## src/core/esf_pkg.sv

```systemverilog
package esf_pkg;
  // register offsets
  localparam logic [5:0] OFF_ERROR_FLAGS  = 6'h06;
  localparam logic [5:0] OFF_STATUS_FLAGS = 6'h07;
  localparam logic [5:0] OFF_FIFO_DATA    = 6'h09;
  localparam logic [5:0] OFF_FIFO_LEVEL   = 6'h0a;
  localparam logic [5:0] OFF_WARN_LEVEL   = 6'h0b;
  // error_flags bits
  localparam int ERR_WRITE    = 7;
  localparam int ERR_OVERHEAT = 6;
  localparam int ERR_OVERFLOW = 4;
  localparam int ERR_COLL     = 3;
  localparam int ERR_CHECKSUM = 2;
  localparam int ERR_PARITY   = 1;
  localparam int ERR_SOF      = 0;
  // status_flags bits
  localparam int ST_CSUM_ZERO = 6;
  localparam int ST_CSUM_DONE = 5;
  localparam int ST_IRQ       = 4;
  localparam int ST_TIMER     = 3;
  localparam int ST_HI        = 1;
  localparam int ST_LO        = 0;
  // fifo level register
  localparam int FLUSH_BIT = 7;
  // reset values, clear and valid masks, fifo depth
  localparam logic [7:0] ERR_RESET   = 8'h00;
  localparam logic [7:0] STAT_RESET  = 8'h21;
  localparam logic [5:0] WARN_RESET  = 6'h08;
  localparam logic [7:0] RX_CLEAR    = 8'h0f;
  localparam logic [7:0] KEEP_ON_CMD = 8'h40;
  localparam logic [7:0] ERR_VALID   = 8'hdf;
  localparam int FIFO_DEPTH = 64;
endpackage

```

## src/core/esf_error_status_flags.sv

```systemverilog
// Our own choice: the address-and-strobe port.
`timescale 1ns/1ps
`default_nettype none
// Overview of operation
// - host fifo write in auth/turnaround sets error
// - overheat sets flag, switches antenna off
// - write into full fifo sets overflow
// - collision at 106 sets, rx start clears
// - collision flag zero above 106 kBd
// - checksum fail sets flag, rx start clears
// - parity fail sets flag, rx start clears
// - bad frame start sets flag, rx start clears
// - bad byte count in auth sets frame error
// - command start clears all but overheat
// - error register read-only, resets to 00h
// - status register read-only, resets to 21h
// - checksum zero drops busy, rises on zero
// - checksum done set after compute command
// - irq pending when enabled source requests
// - timer active when timer will decrement
// - gated mode ignores gate signal level
// - nearly full when free space within threshold
// - nearly empty when count within threshold
// - fifo writes increment, reads decrement count
// - fifo clear resets count and overflow flag
// - error request raised while any error set
module esf_error_status_flags
  import esf_pkg::*;
#(
  parameter int DEPTH = FIFO_DEPTH
) (
  input  wire logic       clock_in,
  input  wire logic       rst_in,
  input  wire logic [5:0] reg_addr_in,
  input  wire logic [7:0] reg_wdata_in,
  input  wire logic       reg_wr_in,
  input  wire logic       reg_rd_in,
  input  wire logic       cmd_start_in,
  input  wire logic       auth_active_in,
  input  wire logic       rf_turnaround_in,
  input  wire logic       overheat_in,
  input  wire logic       temp_clear_in,
  input  wire logic       int_push_in,
  input  wire logic       int_pop_in,
  input  wire logic       rx_start_in,
  input  wire logic       rate_106_in,
  input  wire logic       coll_det_in,
  input  wire logic       receive_checksum_enable_in,
  input  wire logic       crc_fail_in,
  input  wire logic       parity_fail_in,
  input  wire logic       sof_bad_in,
  input  wire logic       byte_count_bad_in,
  input  wire logic       crc_busy_in,
  input  wire logic       crc_done_in,
  input  wire logic       crc_result_zero_in,
  input  wire logic       crc_cmd_start_in,
  input  wire logic       crc_cmd_active_in,
  input  wire logic [7:0] irq_req_in,
  input  wire logic [7:0] irq_en_in,
  input  wire logic       timer_run_in,
  input  wire logic [1:0] timer_gate_select_in,
  output var  logic [7:0] reg_rdata_out,
  output var  logic       error_interrupt_request_out,
  output var  logic       antenna_off_out
);

  localparam logic [6:0] DEPTH_C = 7'(DEPTH);

  // free space or fill count against the threshold
  function automatic logic at_or_below(input logic [6:0] n, input logic [5:0] t);
    at_or_below = n <= {1'b0, t};
  endfunction

  logic [7:0] err_q, err_d;
  logic [6:0] fifo_fill_count_q, fifo_fill_count_d;
  logic [5:0] fifo_warning_threshold_q;
  logic       checksum_zero_q, checksum_done_q;
  logic       irq_q, timer_active_q;
  logic       ot_s1_q, ot_s2_q;
  logic [7:0] rdata_q, rdata_d;
  logic       err_irq_q, ant_off_q;

  wire host_fifo_wr = reg_wr_in && (reg_addr_in == OFF_FIFO_DATA);
  wire host_fifo_rd = reg_rd_in && (reg_addr_in == OFF_FIFO_DATA);
  wire fifo_clear   = reg_wr_in && (reg_addr_in == OFF_FIFO_LEVEL)
                      && reg_wdata_in[FLUSH_BIT];
  wire thr_wr       = reg_wr_in && (reg_addr_in == OFF_WARN_LEVEL);
  wire fifo_full    = fifo_fill_count_q >= DEPTH_C;
  wire any_wr       = host_fifo_wr || int_push_in;
  wire any_rd       = host_fifo_rd || int_pop_in;
  wire wr_ok        = any_wr && !fifo_full;
  wire rd_ok        = any_rd && (fifo_fill_count_q != 7'h00);

  wire set_wr   = host_fifo_wr && (auth_active_in || rf_turnaround_in);
  wire set_temp = ot_s2_q;
  wire set_ovf  = any_wr && fifo_full;
  wire set_coll = coll_det_in && rate_106_in;
  wire set_crc  = receive_checksum_enable_in && crc_fail_in;
  wire set_par  = parity_fail_in;
  wire set_sof  = sof_bad_in || (auth_active_in && byte_count_bad_in);
  wire any_set  = set_wr | set_temp | set_ovf | set_coll | set_crc | set_par | set_sof;

  wire fifo_nearly_full  = at_or_below(DEPTH_C - fifo_fill_count_q,
                                       fifo_warning_threshold_q);
  wire fifo_nearly_empty = at_or_below(fifo_fill_count_q,
                                       fifo_warning_threshold_q);
  // gate level is not an input here: only the run state counts, gate selection is unused
  wire timer_active_d = timer_run_in;

  wire [7:0] status_flags = {1'b0, checksum_zero_q, checksum_done_q, irq_q,
                             timer_active_q, 1'b0, fifo_nearly_full,
                             fifo_nearly_empty};

  // clears first, then sets, then the rate-106 collision clear: an event in a clearing cycle survives
  always_comb begin
    err_d = err_q;
    if (cmd_start_in) begin
      err_d = err_d & KEEP_ON_CMD;
    end
    if (rx_start_in) begin
      err_d = err_d & ~RX_CLEAR;
    end
    if (fifo_clear) begin
      err_d[ERR_OVERFLOW] = 1'b0;
    end
    if (temp_clear_in && !ot_s2_q) begin
      err_d[ERR_OVERHEAT] = 1'b0;
    end
    if (set_wr)   err_d[ERR_WRITE]    = 1'b1;
    if (set_temp) err_d[ERR_OVERHEAT] = 1'b1;
    if (set_ovf)  err_d[ERR_OVERFLOW] = 1'b1;
    if (set_coll) err_d[ERR_COLL]     = 1'b1;
    if (set_crc)  err_d[ERR_CHECKSUM] = 1'b1;
    if (set_par)  err_d[ERR_PARITY]   = 1'b1;
    if (set_sof)  err_d[ERR_SOF]      = 1'b1;
    if (!rate_106_in) begin
      err_d[ERR_COLL] = 1'b0;
    end
    err_d = err_d & ERR_VALID;
  end

  always_comb begin
    if (fifo_clear) begin
      fifo_fill_count_d = 7'h00;
    end else begin
      fifo_fill_count_d = fifo_fill_count_q + {6'h00, wr_ok}
                          - {6'h00, rd_ok};
    end
  end

  // host writes to the flag registers decode to nothing
  always_comb begin
    unique case (reg_addr_in)
      OFF_ERROR_FLAGS:  rdata_d = err_q;
      OFF_STATUS_FLAGS: rdata_d = status_flags;
      OFF_FIFO_LEVEL:   rdata_d = {1'b0, fifo_fill_count_q};
      OFF_WARN_LEVEL:   rdata_d = {2'b00, fifo_warning_threshold_q};
      default:          rdata_d = 8'h00;
    endcase
    if (!reg_rd_in) begin
      rdata_d = 8'h00;
    end
  end

  // overheat comes from the analog sensor, so it is synchronised
  always_ff @(posedge clock_in or posedge rst_in) begin
    if (rst_in) begin
      ot_s1_q <= 1'b0;
      ot_s2_q <= 1'b0;
    end else begin
      ot_s1_q <= overheat_in;
      ot_s2_q <= ot_s1_q;
    end
  end

  always_ff @(posedge clock_in or posedge rst_in) begin
    if (rst_in) begin
      err_q                    <= ERR_RESET;
      fifo_fill_count_q        <= 7'h00;
      fifo_warning_threshold_q <= WARN_RESET;
    end else begin
      err_q             <= err_d;
      fifo_fill_count_q <= fifo_fill_count_d;
      if (thr_wr) begin
        fifo_warning_threshold_q <= reg_wdata_in[5:0];
      end
    end
  end

  always_ff @(posedge clock_in or posedge rst_in) begin
    if (rst_in) begin
      checksum_zero_q <= STAT_RESET[ST_CSUM_ZERO];
      checksum_done_q <= STAT_RESET[ST_CSUM_DONE];
      irq_q           <= STAT_RESET[ST_IRQ];
      timer_active_q  <= STAT_RESET[ST_TIMER];
    end else begin
      if (crc_busy_in) begin
        checksum_zero_q <= 1'b0;
      end else if (crc_done_in) begin
        checksum_zero_q <= crc_result_zero_in;
      end
      if (crc_done_in && crc_cmd_active_in) begin
        checksum_done_q <= 1'b1;
      end else if (crc_cmd_start_in) begin
        checksum_done_q <= 1'b0;
      end
      irq_q          <= |(irq_req_in & irq_en_in);
      timer_active_q <= timer_active_d;
    end
  end

  always_ff @(posedge clock_in or posedge rst_in) begin
    if (rst_in) begin
      rdata_q   <= 8'h00;
      err_irq_q <= 1'b0;
      ant_off_q <= 1'b0;
    end else begin
      rdata_q   <= rdata_d;
      err_irq_q <= |err_d;
      ant_off_q <= err_d[ERR_OVERHEAT];
    end
  end

  assign reg_rdata_out               = rdata_q;
  assign error_interrupt_request_out = err_irq_q;
  assign antenna_off_out             = ant_off_q;
endmodule // esf_error_status_flags
`default_nettype wire

```

## config.mk

```make
export PLATFORM = sky130hd
export DESIGN_NAME = esf_error_status_flags
export DESIGN_NICKNAME = d
export VERILOG_FILES = /design/src/core/esf_pkg.sv /design/src/core/esf_error_status_flags.sv
export SDC_FILE = /design/constraint.sdc
export NUM_CORES = 1
export LEC_CHECK = 0
export ABC_AREA = 1
export BUFFER_PORTS_ARGS = -buffer_cell sky130_fd_sc_hd__buf_4
export CAP_MARGIN = 20
export CELL_PAD_IN_SITES_DETAIL_PLACEMENT = 0
export CELL_PAD_IN_SITES_GLOBAL_PLACEMENT = 2
export CORE_MARGIN = 2
export CORE_UTILIZATION = 29
export DETAILED_ROUTE_END_ITERATION = 8
export PLACE_DENSITY_LB_ADDON = 0.1
export SETUP_SLACK_MARGIN = 0.15
export SKIP_LAST_GASP = 1
export SYNTH_ARGS = -nofsm -noshare
export SYNTH_HDL_FRONTEND = slang
export SYNTH_SLANG_ARGS = --single-unit
export TNS_END_PERCENT = 50
```

## constraint.sdc

```tcl
create_clock -name clock_in -period 3.69 [get_ports clock_in]
set_clock_uncertainty 0.15 [all_clocks]
set_input_delay 0 -clock clock_in [delete_from_list [all_inputs] [get_ports clock_in]]
set_output_delay 0 -clock clock_in [all_outputs]
set_load 0.005 [all_outputs]
```

Word level (Yosys, flattened, before mapping):

Cells that the tools add are included.

* add/sub/neg operators: 3
* multipliers: 0
* div/mod/pow operators: 0
* order comparisons: 3
* equality and inequality tests: 5
* shifts and indexed selects: 0
* muxes and demuxes: 19
* bitwise gates (word level): 1
* reductions and logical operators: 25

Operator list (number)
* 8-bit one-hot mux with 4 select lines: 1
* 6-bit by 4-bit == test with 1-bit output (second input constant): 3
* 8-bit 2-to-1 mux: 2
* 7-bit by 6-bit less-or-equal comparator with 1-bit output: 2
* 1-bit logical AND: 14
* 1-bit 2-to-1 mux: 14
* 6-bit by 3-bit == test with 1-bit output (second input constant): 2
* 8-bit AND: 1
* 8-bit OR reduction: 1
* 7-bit by 1-bit adder with 7-bit output: 1
* 7-bit >= comparator (second input constant): 1
* 7-bit 2-to-1 mux: 1
* 7-bit nonzero test: 1
* 7-bit OR reduction: 1
* 7-bit by 1-bit subtractor with 7-bit output: 1
* 7-bit subtractor (first input constant): 1
* 1-bit logical OR: 4
* 4-bit 2-to-1 mux: 1
* 2-bit nonzero test: 2
* 1-bit logical NOT: 2

* register bits after elaboration: 36
* bits in latches: 0
* RAM bits: 0
* memory bits (read-only): 0
* input bits: 57
* output and inout bits: 10
* word-level logic and storage cells: 68
* memories kept: 0

Longest topological paths before layout:

* depth after elaboration: 7
* gate-level depth with buffers: 18
* depth with buffers taken out: 18

Least setup slack after synthesis:

Ideal clock, no wire load.

* kind: register to register
* from: register fifo_fill_count_q[1]
* to: register fifo_fill_count_q[6]
* setup time: 0.077 ns
* arrival time: 2.454 ns
* required time: 3.463 ns
* path slack: 1.009 ns
* cell stages (with the launch flop): 19
* path through: dfrtp_1 -> inv_1 -> ha_1 -> nand2_1 -> inv_1 -> nand2_1 -> a31oi_1 -> inv_1 -> nand2_1 -> ha_1 -> inv_1 -> ha_1 -> inv_1 -> fa_1 -> inv_1 -> nand4_1 -> nand3_1 -> o21ai_0 -> a21oi_1

* longest elaborated chain between the ends: 6

RTL lines
* from (decl): RTL line esf_error_status_flags.sv:75 `logic [6:0] fifo_fill_count_q, fifo_fill_count_d;`
* from (signal assigned): RTL line esf_error_status_flags.sv:183 `fifo_fill_count_q <= fifo_fill_count_d;`
* 7-bit >= comparator: RTL line esf_error_status_flags.sv:88 `wire fifo_full = fifo_fill_count_q >= DEPTH_C;`
* 1-bit logical NOT: RTL line esf_error_status_flags.sv:91 `wire wr_ok = any_wr && !fifo_full;`
* 1-bit logical AND: RTL line esf_error_status_flags.sv:91
* 7-bit by 1-bit adder with 7-bit output: RTL line esf_error_status_flags.sv:146 `fifo_fill_count_d = fifo_fill_count_q + {6'h00, wr_ok}`
* 7-bit by 1-bit subtractor with 7-bit output *: RTL line esf_error_status_flags.sv:147 `- {6'h00, rd_ok};`
* 7-bit 2-to-1 mux *: RTL line esf_error_status_flags.sv:143 `if (fifo_clear) begin`
* net fifo_fill_count_d[6]: RTL line esf_error_status_flags.sv:75

Mark *: on every way through the listed nets, which the timed path passes. The rest lies on a longest branch.
A chain may end at the register's enable or synchronous reset.

Worst setup path in the final report:

Same ends and word-level chain as after synthesis.

==> implementation parameters <==
Parameter                              Value

Run status
  Status ... finished clean

Routing
  Number of nets with antenna violations after detailed routing ... 0
  Overall routed net length ... between 6000 and 7000 um
  DRC Markers ... 0
  Total number of vias ... between 2k and 2.5k
  Number of violations reported at the end of detailed-routing iteration 0 ... 67
  Vias/cell ... 4.430
  Pre-antenna DRT Iters ... 4
  Routed length per instance ... ~13 um

Logic synthesis
  Fraction of registers with async set or reset after synthesis ... 100.0%
  Top cells by area, synth ... sky130_fd_sc_hd__dfrtp_1 (37%), sky130_fd_sc_hd__ha_1 (14%), sky130_fd_sc_hd__nand2_1 (8.5%), sky130_fd_sc_hd__inv_1 (8.3%), sky130_fd_sc_hd__a21oi_1 (4.7%)
  Area share of the largest cell type after synthesis ... 37.20%
  Synthesized area per cell ... 8.160 um^2
  Total of warnings raised by yosys ... 0
  Flop and latch count out of synthesis ... 35
  Primary FF master, synth ... sky130_fd_sc_hd__dfrtp_1
  Synth area leader ... sky130_fd_sc_hd__dfrtp_1
  Number of synthesized flops with an enable pin ... 0
  Number of cells produced by synthesis ... between 200 and 300
  Count of distinct cell types in the synthesized netlist ... 31
  Mapped Nets ... roughly 350
  Post-synth design cell area ... around 0.0022 mm^2
  Seq/Total Area, Yosys ... 39.57%

Floorplanning
  Height of the chip ... ~91 um
  I/O pin total ... 67
  Placeable core area ... 0.007331 mm^2
  Die width ... 91.49 um
  Die Footprint ... 0.008370 mm^2
  Initial cell density of the core ... 30.28%
  Site Rows ... 31

Critical path
  Startpoint type of the worst setup path ... flip-flop
  Required time of the worst setup path ... 3760 ps
  Worst stage delay on the critical path ... 440 ps
  CP endpoint kind ... flip-flop
  Top fanout value on the critical path ... 4
  Slowest cell on the critical path ... sky130_fd_sc_hd__dfrtp_1
  Most prevalent standard cell on the critical path ... sky130_fd_sc_hd__inv_1
  Setup Crit Path Kind ... reg2reg
  Cell family with most CP delay ... adder cells
  Cells along the critical path ... inv_1, ha_1, nand2_1, inv_1, nand2_1, a31oi_1, inv_1, nand2_1, ha_1, inv_1, ha_1, inv_1, fa_1, inv_1, nand4_1, nand3_1, o21ai_0, a21oi_1
  Data arrival, critical path ... roughly 3100 ps
  Number of buffers and inverters on the critical path ... 6

Global routing
  Pin count of the biggest net entering global routing ... 36
  Global-route wire length before repair ... 10210 um
  Total track usage ... 15.54%
  Antenna violations before repair ... 0
  Overflow left after global routing ... 0
  Vias in the first global route ... approximately 2.2k

Final layout
  Ant diodes ... 0
  Nets ... 459
  Leading cell types in the layout, fill and taps excluded ... sky130_fd_sc_hd__buf_4 (64), sky130_fd_sc_hd__nand2_1 (50), sky130_fd_sc_hd__inv_1 (49), sky130_fd_sc_hd__dlygate4sd3_1 (35), sky130_fd_sc_hd__dfrtp_1 (33)
  Most common library cell in the layout ignoring fill and taps ... sky130_fd_sc_hd__buf_4
  Share of cells above drive strength 1 ... between 20% and 30%
  Area added between synthesis and finish ... 47.58%

Timing
  Share of the clock period used by the worst path ... roughly 83%
  Hold violation count in the final report ... 0
  Hold slack final ... 37.82 ps
  Final worst path period need ... between 3000 and 4000 ps
  Setup repair after global routing missed its margin ... no
  Slew headroom ... ~70%
  Setup Viol. Count Final ... 0
  Slew at the pin with the worst max-slew slack ... between 400 and 500 ps
  Fmax ... 328.0 MHz
  Final Slew Violations ... 0
  Worst setup slack after layout ... between 600 and 700 ps
  Accumulated negative setup slack ... 0 ps

Clock tree
  # H-tree levels ... 2
  Root buf cell ... sky130_fd_sc_hd__clkbuf_8
  Number of sinks driven by the clock tree ... 35
  Clock-pin slew on the worst setup and hold paths ... 80 ps
  Clock buffer count from CTS ... 5
  Max Buffers Root-to-Sink ... 2
  CTS tree ... done
  Worst-Skew Late Latency ... about 290 ps

Placement
  IO buf count ... 63
  Gp weighted congestion ... approximately 0.83
  Half-perimeter wire length of the detailed placement result ... 4831 um
  Worst setup slack before clock tree synthesis ... 636.0 ps

Power
  Ratio of total power to cell area ... 518.4 mW/mm^2
  Pwr Total ... around 0.0017 W
  Peak supply drop ... 0.0002207 V
  Leakage power of the design ... ~1.7 nW

Hold path
  Path type of the worst min-delay path ... in2reg

Run
  Total of max-cap violations ... 0
==> registers in the layout, indices dropped and copies added (netlist names), 6 cells and up <==
signal                    cells
reg_rdata_out                 8
fifo_warning_threshold_q      6
fifo_fill_count_q             7
err_q                         7
==> cell families after synthesis <==
kind of cell,synth area share [%]
adders and majority gates,14.43
muxes,0.6762
buffers and inverters,9.301
DFF,39.57
and+or+nand+nor,20.63
AOI/OAI and AO/OA,13.81
xor gates and xnor gates,1.579
==> path summary, 6_finish.rpt <==
kind	slack, ps	depth (start not counted)	startpoint	end
worst max-delay path	640	18	fifo_fill_count_q[1]	fifo_fill_count_q[6]
worst min-delay path	40	6	reg_addr_in[1]	err_q[4]
worst max register to register	640	18	fifo_fill_count_q[1]	fifo_fill_count_q[6]
worst min register to register	200	0	ot_s1_q	ot_s2_q
max in group asynchronous	2820	4	rst_in	fifo_warning_threshold_q[3]
min in group asynchronous	220	4	rst_in	ot_s2_q
==> tightest hold or removal path: stages <==
cell	delay, ps
sky130_fd_sc_hd__buf_4	90
sky130_fd_sc_hd__nor3_2	40
sky130_fd_sc_hd__nand2_1	80
sky130_fd_sc_hd__nand2_1	70
sky130_fd_sc_hd__nand2_1	80
sky130_fd_sc_hd__o21ai_2	70
==> where the power goes <==
group | internal (W) | switching (W)
clock | 0.000201 | 0.000149
sequential | 0.000454 | 0.0000650
combinational | 0.000349 | 0.000481
total | 0.00100 | 0.000695
==> area by class of cell <==
type | count | area (um^2)
fill | 730 | 4055
multi-input combinational | 184 | 1135
sequential | 35 | 878.3
timing repair buffer | 99 | 830.8
inverter | 52 | 195.2
tap | 99 | 123.9
clock buffer | 5 | 68.82
clock inverter | 3 | 43.79
==> synth_stat cells (4+ instances only) <==
cell / instances
sky130_fd_sc_hd__nor3_2: 4
sky130_fd_sc_hd__inv_1: 49
sky130_fd_sc_hd__ha_1: 24
sky130_fd_sc_hd__dfrtp_1: 33
sky130_fd_sc_hd__a21oi_1: 21
sky130_fd_sc_hd__nand3_1: 12
sky130_fd_sc_hd__nand2_1: 50
sky130_fd_sc_hd__nor2_1: 27
sky130_fd_sc_hd__o21ai_0: 10
==> per-stage QoR <==
| step | cell area, um^2 | cells | utilization, % |
|---|---|---|---|
| after floorplan | 2220 | 272 | - |
| after global placement | 2813 | 434 | 38.37 |
| after detailed placement | 2813 | 434 | 38.37 |
| after CTS | 3276 | 477 | 44.68 |
| after global routing | 3276 | 477 | 44.68 |
| final | 3276 | 477 | 44.68 |
==> what timing repair did <==
item	CTS	global route
resized for setup	0	0
hold buffers	35	0
setup buffers	0	0
endpoints found under the hold margin	65	0
==> layer usage <==
metal / vias to the layer above / GRT usage [%] / part of all wire (%) / routed length, um
met5: - / 0 / 0 / 0
li1: 1097 / - / - / -
met2: 72 / 24.57 / 45 / 2725
met3: 9 / 3.568 / 5.7 / 350
met1: 935 / 20.81 / 47 / 2875
met4: 0 / 5.303 / 2.3 / 140
No activity file was read; power rests on OpenSTA's default activity.
